--- config.mk ---
export PLATFORM = sky130hd
export DESIGN_NAME = bac_adc_core
export DESIGN_NICKNAME = d
export VERILOG_FILES = /design/src/rtl/bac_pkg.sv /design/src/rtl/bac_sync.sv /design/src/rtl/bac_adc_core.sv
export SDC_FILE = /design/constraint.sdc
export NUM_CORES = 1
export LEC_CHECK = 0
export BUFFER_PORTS_ARGS = -buffer_cell sky130_fd_sc_hd__buf_2
export CORE_ASPECT_RATIO = 1.4
export CORE_UTILIZATION = 50
export CTS_BUF_LIST = sky130_fd_sc_hd__clkbuf_2 sky130_fd_sc_hd__clkbuf_4 sky130_fd_sc_hd__clkbuf_8
export DETAILED_ROUTE_END_ITERATION = 16
export PLACE_DENSITY = 0.85
export SLEW_MARGIN = 20
export SYNTH_ARGS = -nofsm -noshare
export SYNTH_HDL_FRONTEND = slang
export SYNTH_HIERARCHICAL = 1
export SYNTH_SLANG_ARGS = --single-unit
--- constraint.sdc ---
create_clock -name hclk -period 2.99 [get_ports hclk]
set_input_delay 0.299 -clock hclk [delete_from_list [all_inputs] [get_ports hclk]]
set_output_delay 0.299 -clock hclk [all_outputs]
set_load 0.005 [all_outputs]
--- src/rtl/bac_pkg.sv ---
// shared constants, types and register map of the bridge converter control block
package bac_pkg;

  // clock and conversion timing
  localparam int unsigned CLK_HZ       = 25_000_000;
  localparam int unsigned SLOW_SPS     = 10;
  localparam int unsigned FAST_SPS     = 80;
  localparam int unsigned SLOW_CYC_DEF = CLK_HZ / SLOW_SPS;
  localparam int unsigned FAST_CYC_DEF = CLK_HZ / FAST_SPS;
  localparam int unsigned SLEEP_US     = 100;
  localparam int unsigned SLEEP_CYC    = (SLEEP_US * CLK_HZ + 999_999) / 1_000_000;
  localparam int unsigned CNT_W        = 22;
  localparam int unsigned HI_W         = 12;

  // readout shape
  localparam int unsigned RES_W        = 24;
  localparam logic [4:0]  EDGE_LAST    = 5'd24;
  localparam logic [4:0]  EDGE_FORCE   = 5'd25;

  // register byte addresses
  localparam logic [7:0]  ADDR_STATUS  = 8'h00;
  localparam logic [7:0]  ADDR_MASK    = 8'h04;
  localparam logic [7:0]  ADDR_PINS    = 8'h08;
  localparam logic [7:0]  ADDR_RESULT  = 8'h0C;
  localparam logic [7:0]  ADDR_STATE   = 8'h10;

  // status and mask layout
  localparam int unsigned EV_W         = 5;
  localparam int unsigned EV_READY     = 0;
  localparam int unsigned EV_READOUT   = 1;
  localparam int unsigned EV_CAL       = 2;
  localparam int unsigned EV_SLEEP     = 3;
  localparam int unsigned EV_OVERRUN   = 4;
  localparam logic [EV_W-1:0] MASK_RST = 5'h00;

  // htrans codes
  localparam logic [1:0]  HTRANS_IDLE  = 2'b00;
  localparam logic [1:0]  HTRANS_NSEQ  = 2'b10;

  typedef enum logic [5:0] {
    ST_CONV  = 6'b00_0001,
    ST_READY = 6'b00_0010,
    ST_SHIFT = 6'b00_0100,
    ST_DONE  = 6'b00_1000,
    ST_CAL   = 6'b01_0000,
    ST_SLEEP = 6'b10_0000
  } bac_state_e;

  // control pin levels after synchronising
  typedef struct packed {
    logic       speed;
    logic [1:0] gain;
    logic [1:0] mux;
  } bac_pins_s;

  // settings handed to the analog front end
  typedef struct packed {
    logic       power_down;
    logic       temp_en;
    logic [1:0] chan;
    logic [1:0] gain_code;
    logic       cal_run;
    logic       sleep;
  } bac_ana_s;

endpackage

--- src/rtl/bac_sync.sv ---
// two flip-flop synchroniser for pin levels
`timescale 1ns/1ps
module bac_sync #(
  parameter int unsigned W = 1
) (
  // clock and reset
  input  wire logic         clk,
  input  wire logic         rst_n,
  // asynchronous levels in, synchronised levels out
  input  wire logic [W-1:0] d,
  output logic      [W-1:0] q
);

  logic [W-1:0] meta_ff;

  always_ff @(posedge clk or negedge rst_n)
  begin
    if (!rst_n)
    begin
      meta_ff <= '0;
      q       <= '0;
    end
    else
    begin
      meta_ff <= d;
      q       <= meta_ff;
    end
  end

endmodule

--- src/rtl/bac_adc_core.sv ---
// pin control, conversion timing and serial readout of the bridge converter
`timescale 1ns/1ps
// Operation
// - while the power-down pin is low the converter is powered down and its logic held in reset.
// - result bits move out on the ready/data line on rising edges of the shift clock.
// - extra shift clock edges start offset calibration and a long high shift clock enters sleep.
// - the ready/data line goes low when a result is ready and then carries the serial data.
// - bits leave MSB first, the first one on the first rising shift edge after ready.
// - each result is a 24-bit word.
// - there are no programmable converter settings; all come from control pin levels.
// - readout needs only the shift clock and the ready/data line.
// - the only output data rates are ten and eighty conversions per second.
// - on the four-channel part the mux pins 00/01/10/11 pick input pairs 1, 2, 3 and 4.
// - on the two-channel part the upper mux pin enables the thermal diodes instead.
// - single-ended inputs give only positive codes, half the full-scale range.
// - gain pins 00/01/10/11 give gains 1, 2, 64 and 128, upper pin as MSB.
// - a low rate pin gives ten, a high one eighty conversions per second.
// - with thermal diodes enabled the analog inputs are cut off and the diodes measured.
module bac_adc_core
  import bac_pkg::*;
#(
  parameter int unsigned SLOW_CYC = bac_pkg::SLOW_CYC_DEF,
  parameter int unsigned FAST_CYC = bac_pkg::FAST_CYC_DEF,
  parameter bit          FOUR_CH  = 1'b1
) (
  // clock and reset
  input  wire logic                 hclk,
  input  wire logic                 hresetn,
  // ahb-lite slave
  input  wire logic                 hsel,
  input  wire logic [31:0]          haddr,
  input  wire logic [1:0]           htrans,
  input  wire logic                 hwrite,
  input  wire logic [2:0]           hsize,
  input  wire logic [31:0]          hwdata,
  input  wire logic                 hready,
  output logic      [31:0]          hrdata,
  output logic                      hreadyout,
  output logic                      hresp,
  // control pins
  input  wire logic                 power_down_pin,
  input  wire logic                 rate_sel,
  input  wire logic                 gain_sel_hi,
  input  wire logic                 gain_sel_lo,
  input  wire logic                 mux_sel_hi,
  input  wire logic                 mux_sel_lo,
  // serial link
  input  wire logic                 serial_clk,
  output logic                      ready_and_result_out,
  // filter result and analog control
  input  wire logic [RES_W-1:0]     sample_data,
  output bac_pkg::bac_ana_s         ana_ctrl,
  // interrupt
  output logic                      irq
);

  localparam logic [CNT_W-1:0] SLOW_P = SLOW_CYC[CNT_W-1:0];
  localparam logic [CNT_W-1:0] FAST_P = FAST_CYC[CNT_W-1:0];
  localparam logic [HI_W-1:0]  SLP_P  = SLEEP_CYC[HI_W-1:0];

  // pair number for a mux code, two-channel part ignores the upper pin
  function automatic logic [1:0] chan_of(input logic [1:0] mux);
    chan_of = FOUR_CH ? mux : {1'b0, mux[0]};
  endfunction

  // synchronised pins
  logic [6:0]             sync_q;
  logic                   pd_n_s;
  logic                   sclk_s;
  bac_pins_s              pins_s;

  bac_sync #(.W(7)) u_sync (
    .clk   (hclk),
    .rst_n (hresetn),
    .d     ({power_down_pin, serial_clk, rate_sel, gain_sel_hi, gain_sel_lo,
             mux_sel_hi, mux_sel_lo}),
    .q     (sync_q)
  );

  assign pd_n_s = sync_q[6];
  assign sclk_s = sync_q[5];
  assign pins_s = bac_pins_s'(sync_q[4:0]);

  // state
  bac_state_e             st_ff;
  bac_pins_s              pins_ff;
  logic                   sclk_ff;
  logic [CNT_W-1:0]       cnt_ff;
  logic [HI_W-1:0]        hi_ff;
  logic [4:0]             edge_ff;
  logic [RES_W-1:0]       shift_ff;
  logic [RES_W-1:0]       result_ff;
  logic                   dout_ff;
  bac_ana_s               ana_ff;
  logic [EV_W-1:0]        status_ff;
  logic [EV_W-1:0]        mask_ff;
  logic                   irq_ff;
  logic [31:0]            hrdata_ff;
  logic                   wr_pend_ff;
  logic [7:0]             wr_addr_ff;

  // decode of link and timing conditions
  logic [CNT_W-1:0]       period_w;
  logic                   run_w;
  logic                   cfg_chg_w;
  logic                   conv_done_w;
  logic                   sclk_rise_w;
  logic                   sleep_hit_w;
  logic                   cal_end_w;
  logic [EV_W-1:0]        ev_w;

  assign period_w    = pins_s.speed ? FAST_P : SLOW_P;
  assign run_w       = (st_ff != ST_CAL) && (st_ff != ST_SLEEP);
  assign cfg_chg_w   = (pins_s != pins_ff);
  assign conv_done_w = pd_n_s && run_w && !cfg_chg_w && (cnt_ff == period_w - 1'b1);
  assign sclk_rise_w = pd_n_s && sclk_s && !sclk_ff;
  assign sleep_hit_w = pd_n_s && sclk_s && (hi_ff == SLP_P - 1'b1)
                       && (st_ff != ST_CAL) && (st_ff != ST_SLEEP);
  assign cal_end_w   = pd_n_s && (st_ff == ST_CAL) && (cnt_ff == period_w - 1'b1);

  assign ev_w[EV_READY]   = conv_done_w && !sleep_hit_w && (st_ff != ST_SHIFT);
  assign ev_w[EV_READOUT] = sclk_rise_w && (st_ff == ST_SHIFT) && (edge_ff == EDGE_LAST - 1'b1);
  assign ev_w[EV_CAL]     = cal_end_w;
  assign ev_w[EV_SLEEP]   = sleep_hit_w;
  assign ev_w[EV_OVERRUN] = conv_done_w && !sleep_hit_w && (st_ff == ST_SHIFT);

  // settings snapshot, shift clock history and high-time counter
  always_ff @(posedge hclk or negedge hresetn)
  begin
    if (!hresetn)
    begin
      pins_ff <= '0;
      sclk_ff <= 1'b0;
      hi_ff   <= '0;
    end
    else
    begin
      pins_ff <= pins_s;
      sclk_ff <= sclk_s;
      hi_ff   <= (sclk_s && pd_n_s && hi_ff != SLP_P) ? hi_ff + 1'b1 : '0;
    end
  end

  // conversion and calibration timer
  always_ff @(posedge hclk or negedge hresetn)
  begin
    if (!hresetn)
      cnt_ff <= '0;
    else if (!pd_n_s || cfg_chg_w || conv_done_w || cal_end_w || sleep_hit_w)
      cnt_ff <= '0;
    else if (st_ff == ST_SLEEP)
      cnt_ff <= '0;
    else
      cnt_ff <= cnt_ff + 1'b1;
  end

  // readout state machine
  always_ff @(posedge hclk or negedge hresetn)
  begin
    if (!hresetn)
    begin
      st_ff     <= ST_CONV;
      edge_ff   <= '0;
      shift_ff  <= '0;
      result_ff <= '0;
      dout_ff   <= 1'b1;
    end
    else if (!pd_n_s)
    begin
      st_ff    <= ST_CONV;
      edge_ff  <= '0;
      shift_ff <= '0;
      dout_ff  <= 1'b1;
    end
    else if (sleep_hit_w)
    begin
      st_ff   <= ST_SLEEP;
      dout_ff <= 1'b1;
    end
    else
    begin
      case (st_ff)
        ST_CONV, ST_READY, ST_DONE:
        begin
          if (st_ff == ST_READY && sclk_rise_w)
          begin
            dout_ff  <= shift_ff[RES_W-1];
            shift_ff <= {shift_ff[RES_W-2:0], 1'b0};
            edge_ff  <= 5'd1;
            st_ff    <= ST_SHIFT;
          end
          else if (st_ff == ST_DONE && sclk_rise_w)
          begin
            st_ff <= ST_CAL;
          end
          else if (conv_done_w)
          begin
            shift_ff  <= sample_data;
            result_ff <= sample_data;
            dout_ff   <= 1'b0;
            edge_ff   <= '0;
            st_ff     <= ST_READY;
          end
        end
        ST_SHIFT:
        begin
          if (sclk_rise_w)
          begin
            edge_ff <= edge_ff + 1'b1;
            if (edge_ff < EDGE_LAST)
            begin
              dout_ff  <= shift_ff[RES_W-1];
              shift_ff <= {shift_ff[RES_W-2:0], 1'b0};
            end
            else
            begin
              dout_ff <= 1'b1;
              st_ff   <= ST_DONE;
            end
          end
        end
        ST_CAL:
        begin
          if (cal_end_w)
            st_ff <= ST_CONV;
        end
        ST_SLEEP:
        begin
          if (!sclk_s)
            st_ff <= ST_CONV;
        end
        default:
          st_ff <= ST_CONV;
      endcase
    end
  end

  // analog front-end settings, registered from the pins and the readout state
  always_ff @(posedge hclk or negedge hresetn)
  begin
    if (!hresetn)
      ana_ff <= '{power_down: 1'b1, default: '0};
    else
    begin
      ana_ff.power_down <= !pd_n_s;
      ana_ff.temp_en    <= !FOUR_CH && pins_s.mux[1];
      ana_ff.chan       <= chan_of(pins_s.mux);
      ana_ff.gain_code  <= pins_s.gain;
      ana_ff.cal_run    <= pd_n_s && (st_ff == ST_CAL);
      ana_ff.sleep      <= pd_n_s && (st_ff == ST_SLEEP);
    end
  end

  // bus decode
  logic                   acc_w;
  logic                   rd_w;
  logic                   stat_rd_w;
  logic [31:0]            rdata_w;
  logic [EV_W-1:0]        nxt_status;

  assign acc_w     = hsel && hready && (htrans == HTRANS_NSEQ);
  assign rd_w      = acc_w && !hwrite;
  assign stat_rd_w = rd_w && (haddr[7:0] == ADDR_STATUS);
  assign rdata_w   = (haddr[7:0] == ADDR_STATUS) ? {27'h000_0000, status_ff} :
                     (haddr[7:0] == ADDR_MASK)   ? {27'h000_0000, mask_ff} :
                     (haddr[7:0] == ADDR_PINS)   ? {24'h00_0000, !pd_n_s, ana_ff.temp_en,
                                                    pins_s.speed, pins_s.gain,
                                                    chan_of(pins_s.mux), 1'b0} :
                     (haddr[7:0] == ADDR_RESULT) ? {8'h00, result_ff} :
                     (haddr[7:0] == ADDR_STATE)  ? {26'h000_0000, st_ff} :
                     32'h0000_0000;
  assign nxt_status = (stat_rd_w ? '0 : status_ff) | ev_w;

  // ahb-lite register access
  always_ff @(posedge hclk or negedge hresetn)
  begin
    if (!hresetn)
    begin
      hrdata_ff  <= 32'h0000_0000;
      wr_pend_ff <= 1'b0;
      wr_addr_ff <= 8'h00;
      mask_ff    <= MASK_RST;
      status_ff  <= '0;
      irq_ff     <= 1'b0;
    end
    else
    begin
      if (rd_w)
        hrdata_ff <= rdata_w;
      wr_pend_ff <= acc_w && hwrite;
      wr_addr_ff <= haddr[7:0];
      if (wr_pend_ff && wr_addr_ff == ADDR_MASK)
        mask_ff <= hwdata[EV_W-1:0];
      status_ff <= nxt_status;
      irq_ff    <= |(nxt_status & mask_ff);
    end
  end

  assign hrdata               = hrdata_ff;
  assign hreadyout            = 1'b1;
  assign hresp                = 1'b0;
  assign ready_and_result_out = dout_ff;
  assign ana_ctrl             = ana_ff;
  assign irq                  = irq_ff;

endmodule

# --- Yosys cells after proc, flatten, opt, wreduce, memory -nomap -nowiden ---
# Cells that the tools add are included.
word_totals:
  regBits: 169
  latch_bits: 0
  mem_bits_rw: 0
  romBits: 0
  inputBits: 105
  output_inout_bits: 44
  n_memories: 0
classes:
  addsub: 4
  mul: 0
  div: 0
  magnitude_cmp: 1
  n_eq_ne: 34
  shifts: 0
  n_mux: 43
  n_bitwise: 5
  reduce_logical: 43
op_table:
  columns: ["cell", "n"]
  rows:
  - ["two-way mux 24 bit", 11]
  - ["two-way mux 22 bit", 3]
  - ["two-way mux 6 bit", 10]
  - ["one-hot mux 24 bit (2 select lines)", 1]
  - ["two-way mux 5 bit", 7]
  - ["inequality test 4 bit, second input constant", 7]
  - ["logical AND 1 bit", 26]
  - ["one-hot mux 6 bit (4 select lines)", 1]
  - ["adder 22 x 1 -> 22 bit, second input constant", 1]
  - ["== test 22 bit", 1]
  - ["subtractor 22 x 1 -> 22 bit, second input constant", 1]
  - ["== test 8 x 3 -> 1 bit, second input constant", 2]
  - ["== test 8 x 4 -> 1 bit, second input constant", 2]
  - ["adder 12 x 1 -> 12 bit, second input constant", 1]
  - ["== test 12 bit, second input constant", 1]
  - ["two-way mux 12 bit", 1]
  - ["inequality test 12 bit, second input constant", 1]
  - ["inequality test 6 bit, second input constant", 2]
  - ["AND reduction 6 bit", 2]
  - ["inequality test 5 bit, second input constant", 2]
  - ["one-hot mux 5 bit (2 select lines)", 1]
  - ["AND reduction 5 bit", 2]
  - ["inequality test 3 bit, second input constant", 3]
  - ["== test 8 x 5 -> 1 bit, second input constant", 1]
  - ["other kinds (25)", 40]

# --- Logic depth before layout (Yosys ltp) ---
# Gate-level depths: netlist (run 1).
depth:
  ltp_word: 11
  mapped_depth: 10
  mapped_depth_nobuf: 7

# --- Modules after synthesis ---
# The synthesis (run 1) kept the hierarchy.
modules_own_cells:
  columns: ["module", "n_inst", "cells_per_inst", "area_per_inst_um2", "seq_area_each_um2"]
  rows:
  - ["bac_adc_core", 1, 656, 6988.0, 3682.3]
  - ["bac_sync", 1, 14, 350.3, 350.3]

# --- Least setup slack after synthesis (run 1) ---
# OpenSTA, ideal clock, no wires.
synth_path:
  path_kind: "reg2reg"
  from: "register st_ff[2]"
  to: "register shift_ff[10]"
  setup_time_ns: 0.095
  t_arrival_ns: 2.485
  slack_ns: 0.409
  path_stages_with_launch: 11
  synth_period_minus_slack_ns: 2.581
  cell_sequence: "dfrtp_1 buf_2 or4_4 or4b_4 buf_6 nand3_4 o211ai_4 or2_1 buf_6 buf_8 o31ai_1"
synth_between:
  elab_chain_cells: 7
synth_rtl:
  columns: ["element", "line_no", "source"]
  rows:
  - ["start: declaration", "bac_adc_core.sv:85", "bac_state_e st_ff;"]
  - ["start signal: assignment", "bac_adc_core.sv:162", "st_ff <= ST_CONV;"]
  - ["start signal: assignment", "bac_adc_core.sv:170", "st_ff <= ST_CONV;"]
  - ["start signal: assignment", "bac_adc_core.sv:177", "st_ff <= ST_SLEEP;"]
  - ["inequality test 6 x 5 -> 1 bit or inequality test 6 bit (tied branches)", "bac_adc_core.sv:113, bac_adc_core.sv:118", null]
  - ["logical AND 1 bit", "bac_adc_core.sv:113", "assign run_w = (st_ff != ST_CAL) && (st_ff != ST_SLEEP);"]
  - ["logical AND 1 bit (3 in series)", "bac_adc_core.sv:115", "assign conv_done_w = pd_n_s && run_w && !cfg_chg_w && (cnt_ff == period_w - 1'b1);"]
  - ["inequality test 4 bit (no line)", null, null]
  - ["AND reduction 6 bit (no line)", null, null]
  - ["end signal: assignment", "bac_adc_core.sv:188", "shift_ff <= {shift_ff[RES_W-2:0], 1'b0};"]
  - ["end signal: assignment", "bac_adc_core.sv:198", "shift_ff <= sample_data;"]
  - ["end signal: assignment", "bac_adc_core.sv:213", "shift_ff <= {shift_ff[RES_W-2:0], 1'b0};"]
  - ["end: declaration", "bac_adc_core.sv:91", "logic [RES_W-1:0] shift_ff;"]
# Several ways; a longest one is shown, not always the timed one. The select of a mux whose other input is x is not followed.
# A chain may end at the register's enable or synchronous reset.

# --- Final worst setup path (run 1) ---
layout_path:
  from: "register st_ff[2]"
  to: "register shift_ff[9]"
# The elaborated chain is that of the path after synthesis.

==> out/qor.csv, run 1 <==
metric;value;unit
drt_iter0_drc;339;
grtUsageTotal;22.27;%
drcViolationCount;0;
slowest_stage;or4_4;
avgRoutedWirePerCell;16.47;um
synth.area.mux_share;7.724;%
place_congestion;0.8824;
synth_top_family_by_area;simple AND/OR/NAND/NOR gates;
die_w;104.4;um
cts_tree;built;
slew_violations;0;
die_height;145.3;um
drive_gt1_share;22.32;%
htree_levels;4;
post_synth_xor_area_fraction;4.416;%
routed-via-count;5382;
clk_pin_slew;0.09;ns
crit_type;register to register;
ios;149;
via_per_inst;5.583;
arrival;3.04;ns
min_path_type;input pin to register;
critPathMaxFanout;24;
ir_worst_vdd;0.3301;mV
crit_path_end_kind;register;
synth_area_leaders;dfrtp_1 (54%), mux2_2 (4.0%), mux2i_1 (3.3%);
synthCells;670;
synth_seq_area_share;54.95;%
die-area;15170;um2
cts_sinks;161;
port_buffers;83;
numCtsBuffers;17;
worstMarginPinSlew;0.9201;ns
post_cts_resized;0;
overflow;0;
finalCritPeriodShare;89.89;%
area_growth;14.73;%
reg2reg_slack;0.30;ns
final_area;8419;um2
grt_pass1_vias;5342;
grt_pass1_wl;26490;um
grt_max_degree;83;
ys_ff_latch;161;
diodes;0;
skew;0.01818;ns
max_freq;372.1;MHz
syn_area;7338;um2
synth-adder-area-share;0.6820;%
worstPathCellList;or4_4, or4b_4, nand3_4, o211ai_4, or2_1, buf_4, o31ai_1;
routed_wl;15870;um
yosysTopAreaCellShare;53.88;%
synthDistinctLibCells;67;
post-route-min-period;2.688;ns
rsz0062_at_grt;no;
yosys.area_share.simple;16.88;%
grt_antenna_before_repair;0;
clk_latency;0.46;ns
final.setup.tns;0;ns
finalSetupViolations;0;
synth_area_leader_cell;dfrtp_1;
startpoint_type;register;
p_leak;3.772;nW
synth_compound_area_share;10.43;%
max-cap-violations;0;
hold_viol_final;0;
max_stage_delay;0.57;ns
cp_data_required_time;3.34;ns
nets;872;
synth-main-ff-cell;dfrtp_1;
dp_hpwl;10990;um
clockBufferDepth;2;
power.density;487.0;nW/um2
place_area;7903;um2
yosys_warnings;6;
syn-mean-instance-area;10.95;um2
ant_nets;0;
start_util;51.04;%
cts-root-buf;clkbuf_8;
relSlewSlack;38.60;%
synthTopCellsByCount;dfrtp_1 (158), nand2_1 (63), nor2_1 (57);
synth_edf_count;0;
status;complete, no violations;
core_area;14380;um2
postSynth.asyncResetShare;100.0;%
drt_first_pass_iters;4;
post-synth-top-count-cell;dfrtp_1;
rows;52;
-- state kept, by name, summed over array words and instances (netlist names), 5 cells and up --
register        count
mask_ff             5
hi_ff              12
ana_ctrl            7
shift_ff           24
st_ff               6
hrdata             24
u_sync/q            7
status_ff           5
cnt_ff             22
edge_ff             5
result_ff          24
wr_addr_ff          8
u_sync/meta_ff      7
-- metal layers --
layer	GRT usage (%)	up-vias	wire [um]
met1	27.11	2637	6543
met5	0	-	0
li1	-	2538	-
met3	4.747	36	706
met4	9.500	0	425
met2	38.11	171	8199
-- layout make-up --
type	instances	area (um2)
fillers	1185	5959
flip-flops and latches	161	4033
multi-input cells	453	2987
repair buffers	116	744.5
clock buffers	23	285.3
well taps	189	236.5
clock inverters	8	81.33
inverters	14	52.55
-- worst max-delay path: cells and delay by family, from the launching register on --
| family | cells | cell delay (ns) |
|---|---|---|
| buffers and inverters | 1 | 0.22 |
| AO/OA/AOI/OAI | 2 | 0.37 |
| AND/OR/NAND/NOR | 4 | 1.49 |
| flip-flops | 1 | 0.48 |
-- stage by stage --
step / setup WS [ns] / utilization [%] / hold slack [ns] / instances / power [mW]
after floorplan: 0.4091 / - / 0.003409 / 679 / 2.513
final: 0.3023 / 58.55 / 0.03565 / 964 / 4.100
after CTS: 0.3159 / 58.55 / 0.007849 / 964 / 4.141
after global placement: 0.4209 / 54.96 / 0.3317 / 918 / 2.622
after global routing: 0.1985 / 58.55 / 0.01776 / 964 / 4.276
after detailed placement: 0.3329 / 54.96 / 0.3373 / 918 / 2.637
-- what timing repair did --
| action | in CTS | in global routing |
|---|---|---|
| buffers inserted | 0 | 0 |
| endpoints found under the hold margin | 90 | 0 |
| hold buffers | 15 | 0 |
-- cell families after synthesis --
family          count (synthesis)
compound gates                108
xor+xnor                       37
fa+ha+maj                       4
buf+inv                        65
flops                         161
mux                            53
other cells                     2
simple gates                  240
-- power by group --
part | switching (mW) | internal (mW) | leakage [nW] | total, mW
logic | 0.168 | 0.123 | 1.52 | 0.290
registers | 0.0534 | 2.26 | 2.06 | 2.32
clock network | 0.767 | 0.724 | 0.188 | 1.49
-- final timing paths --
path	start	end	cells after the start
max in group asynchronous	hresetn	mask_ff[1]	3
min reg2reg	u_sync/meta_ff[5]	u_sync/q[5]	0
min	haddr[2]	wr_addr_ff[2]	1
max	st_ff[2]	shift_ff[9]	7
max reg2reg	st_ff[2]	shift_ff[9]	7
min in group asynchronous	hresetn	cnt_ff[6]	2
-- cells in the final DEF, fill, tap and decap left out, drive strengths merged, types with 5 or more instances in the layout --
cell         Yosys  final
a221oi           5      5
xor2            22     22
conb             2     11
mux2            29     29
o31ai           28     28
dfrtp          158    158
mux2i           24     24
nand4           14     14
buf             27    101
o21ai           40     40
inv             14     16
dlygate4sd3      0     15
nor3             7      7
or4              5      5
xnor2           15     15
nor2            57     57
nand2           65     65
a21oi            7      7
nand3           38     38
nor2b            8      8
clkbuf          24     23
and3            10     10
Note: power is estimated with default switching activity, not from simulation.
==> inputs of run 2 (changes only) <==
Settings changed: CORE_UTILIZATION 50 to 40, PLACE_DENSITY 0.85 to 0.72.
==> out/qor.csv, run 2 (same netlist as run 1, synthesis figures left out) <==
metric;value;unit;change
drcViolationCount;0;;unchanged
holdPathStages;1;;unchanged
dp_slack;0.2911;ns;was 0.3329 ns
clk_latency;0.46;ns;about the same
relSlewSlack;47.62;%;was 38.60%
post-route-min-period;2.731;ns;was 2.688 ns
cp_data_required_time;3.35;ns;was 3.34 ns
whs;0.03871;ns;was 0.03565 ns
ant_nets;0;;unchanged
crit_type;register to register;;unchanged
worst_slack;0.2592;ns;was 0.3023 ns
worstMarginPinSlew;0.7849;ns;was 0.9201 ns
post-place-cells;970;;was 918
reg2reg_slack;0.26;ns;was 0.30 ns
slew_violations;0;;unchanged
place_area;7974;um2;was 7903 um2
clockBufferDepth;2;;unchanged
finish.utilization;47.21;%;was 58.55%
dp_hpwl;11060;um;was 10990 um
final_area;8496;um2;was 8419 um2
drt_first_pass_iters;4;;unchanged
numCtsBuffers;17;;unchanged
cts-root-buf;clkbuf_8;;unchanged
overflow;0;;unchanged
slowest_stage;or4b_4;;was or4_4
final.setup.tns;0;ns;unchanged
post_cts_resized;0;;unchanged
die_height;162.3;um;was 145.3 um
finalPower;4.082;mW;was 4.100 mW
core_area;18000;um2;was 14380 um2
cp.buffers_inverters;1;;unchanged
seq_area;4033;um2;unchanged
hold_viol_final;0;;unchanged
grtUsageTotal;18.05;%;was 22.27%
start_util;40.77;%;was 51.04%
diodes;0;;unchanged
cts_sinks;161;;unchanged
routed_wl;15760;um;was 15870 um
final_common_cell;dfrtp_1;;unchanged
finalSetupViolations;0;;unchanged
port_buffers;83;;unchanged
via_per_inst;5.222;;was 5.583
p_leak;3.771;nW;was 3.772 nW
grt_pass1_vias;5285;;was 5342
startpoint_type;register;;unchanged
ir_worst_vdd;0.2163;mV;was 0.3301 mV
skew;0.01379;ns;was 0.01818 ns
rows;58;;was 52
grt_antenna_before_repair;0;;unchanged
status;complete, no violations;;unchanged
rr_worst_depth;7;;unchanged
multi_input_area;2987;um2;unchanged
instances_no_fill;1017;;was 964
grt_pass1_wl;26440;um;was 26490 um
nFillCells;1718;;was 1185
post-cts-setup-buffer-count;0;;unchanged
power.density;480.5;nW/um2;was 487.0 nW/um2
routed-via-count;5311;;was 5382
grt_max_degree;61;;was 83
critPathTopFamily;simple AND/OR/NAND/NOR gates;;unchanged
final_cell_mix;dfrtp_1 (158), buf_2 (82), nand2_1 (63);;unchanged
drt_iter0_drc;328;;was 339
die_w;116.5;um;was 104.4 um
crit_cells;7;;unchanged
area_growth;15.77;%;was 14.73%
arrival;3.09;ns;was 3.04 ns
rsz0062_at_grt;no;;unchanged
max_stage_delay;0.56;ns;was 0.57 ns
max-cap-violations;0;;unchanged
finalCritPeriodShare;91.33;%;was 89.89%
drive_gt1_share;22.52;%;was 22.32%
ios;149;;unchanged
nets;873;;was 872
crit_path_end_kind;register;;unchanged
die-area;18900;um2;was 15170 um2
avgRoutedWirePerCell;15.49;um;was 16.47 um
place_congestion;0.9059;;was 0.8824
critPathMaxFanout;24;;unchanged
clk_pin_slew;0.09;ns;about the same
htree_levels;4;;unchanged
worstPathCellList;or4_4, or4b_4, nand3_4, o211ai_4, or2_1, buf_4, o31ai_1;;unchanged
max_freq;366.2;MHz;was 372.1 MHz
cts_tree;built;;unchanged
min_path_type;input pin to register;;unchanged
run 2: final timing paths:
| path | from | end |
|---|---|---|
| worst max register to register | st_ff[5] | shift_ff[16] |
| worst min-delay path | haddr[2] | wr_addr_ff[2] |
| max in group asynchronous | hresetn | ana_ctrl[7] |
| min in group asynchronous | hresetn | cnt_ff[6] |
| worst max-delay path | st_ff[5] | shift_ff[16] |
| worst min register to register | u_sync/meta_ff[6] | u_sync/q[6] |
run 2: cell type report:
cell class,count,area share [%]
clock inverter,10,0.8837
sequential,161,47.47
timing repair buffer,117,8.851
multi-input combinational,453,35.15
tap,240,3.535
clock buffer,22,3.490
inverter,14,0.6186
run 2: what timing repair did:
item | 4_1_cts | 5_1_grt
endpoints found under the hold margin | 55 | 0
setup endpoints to repair | 0 | 0
hold buffers | 15 | 0
run 2: report_power, final:
| group | internal (mW) | switching (mW) |
|---|---|---|
| sequential | 2.26 | 0.0500 |
| clock | 0.677 | 0.801 |
| combinational | 0.122 | 0.167 |
run 2: per-layer routing:
metal	track usage (%)	up-vias	part of all wire, %
met1	23.02	2630	45
met4	7.692	0	1.9
li1	-	2538	-
met5	0	-	0
met2	29.59	120	50
met3	3.545	23	3.3
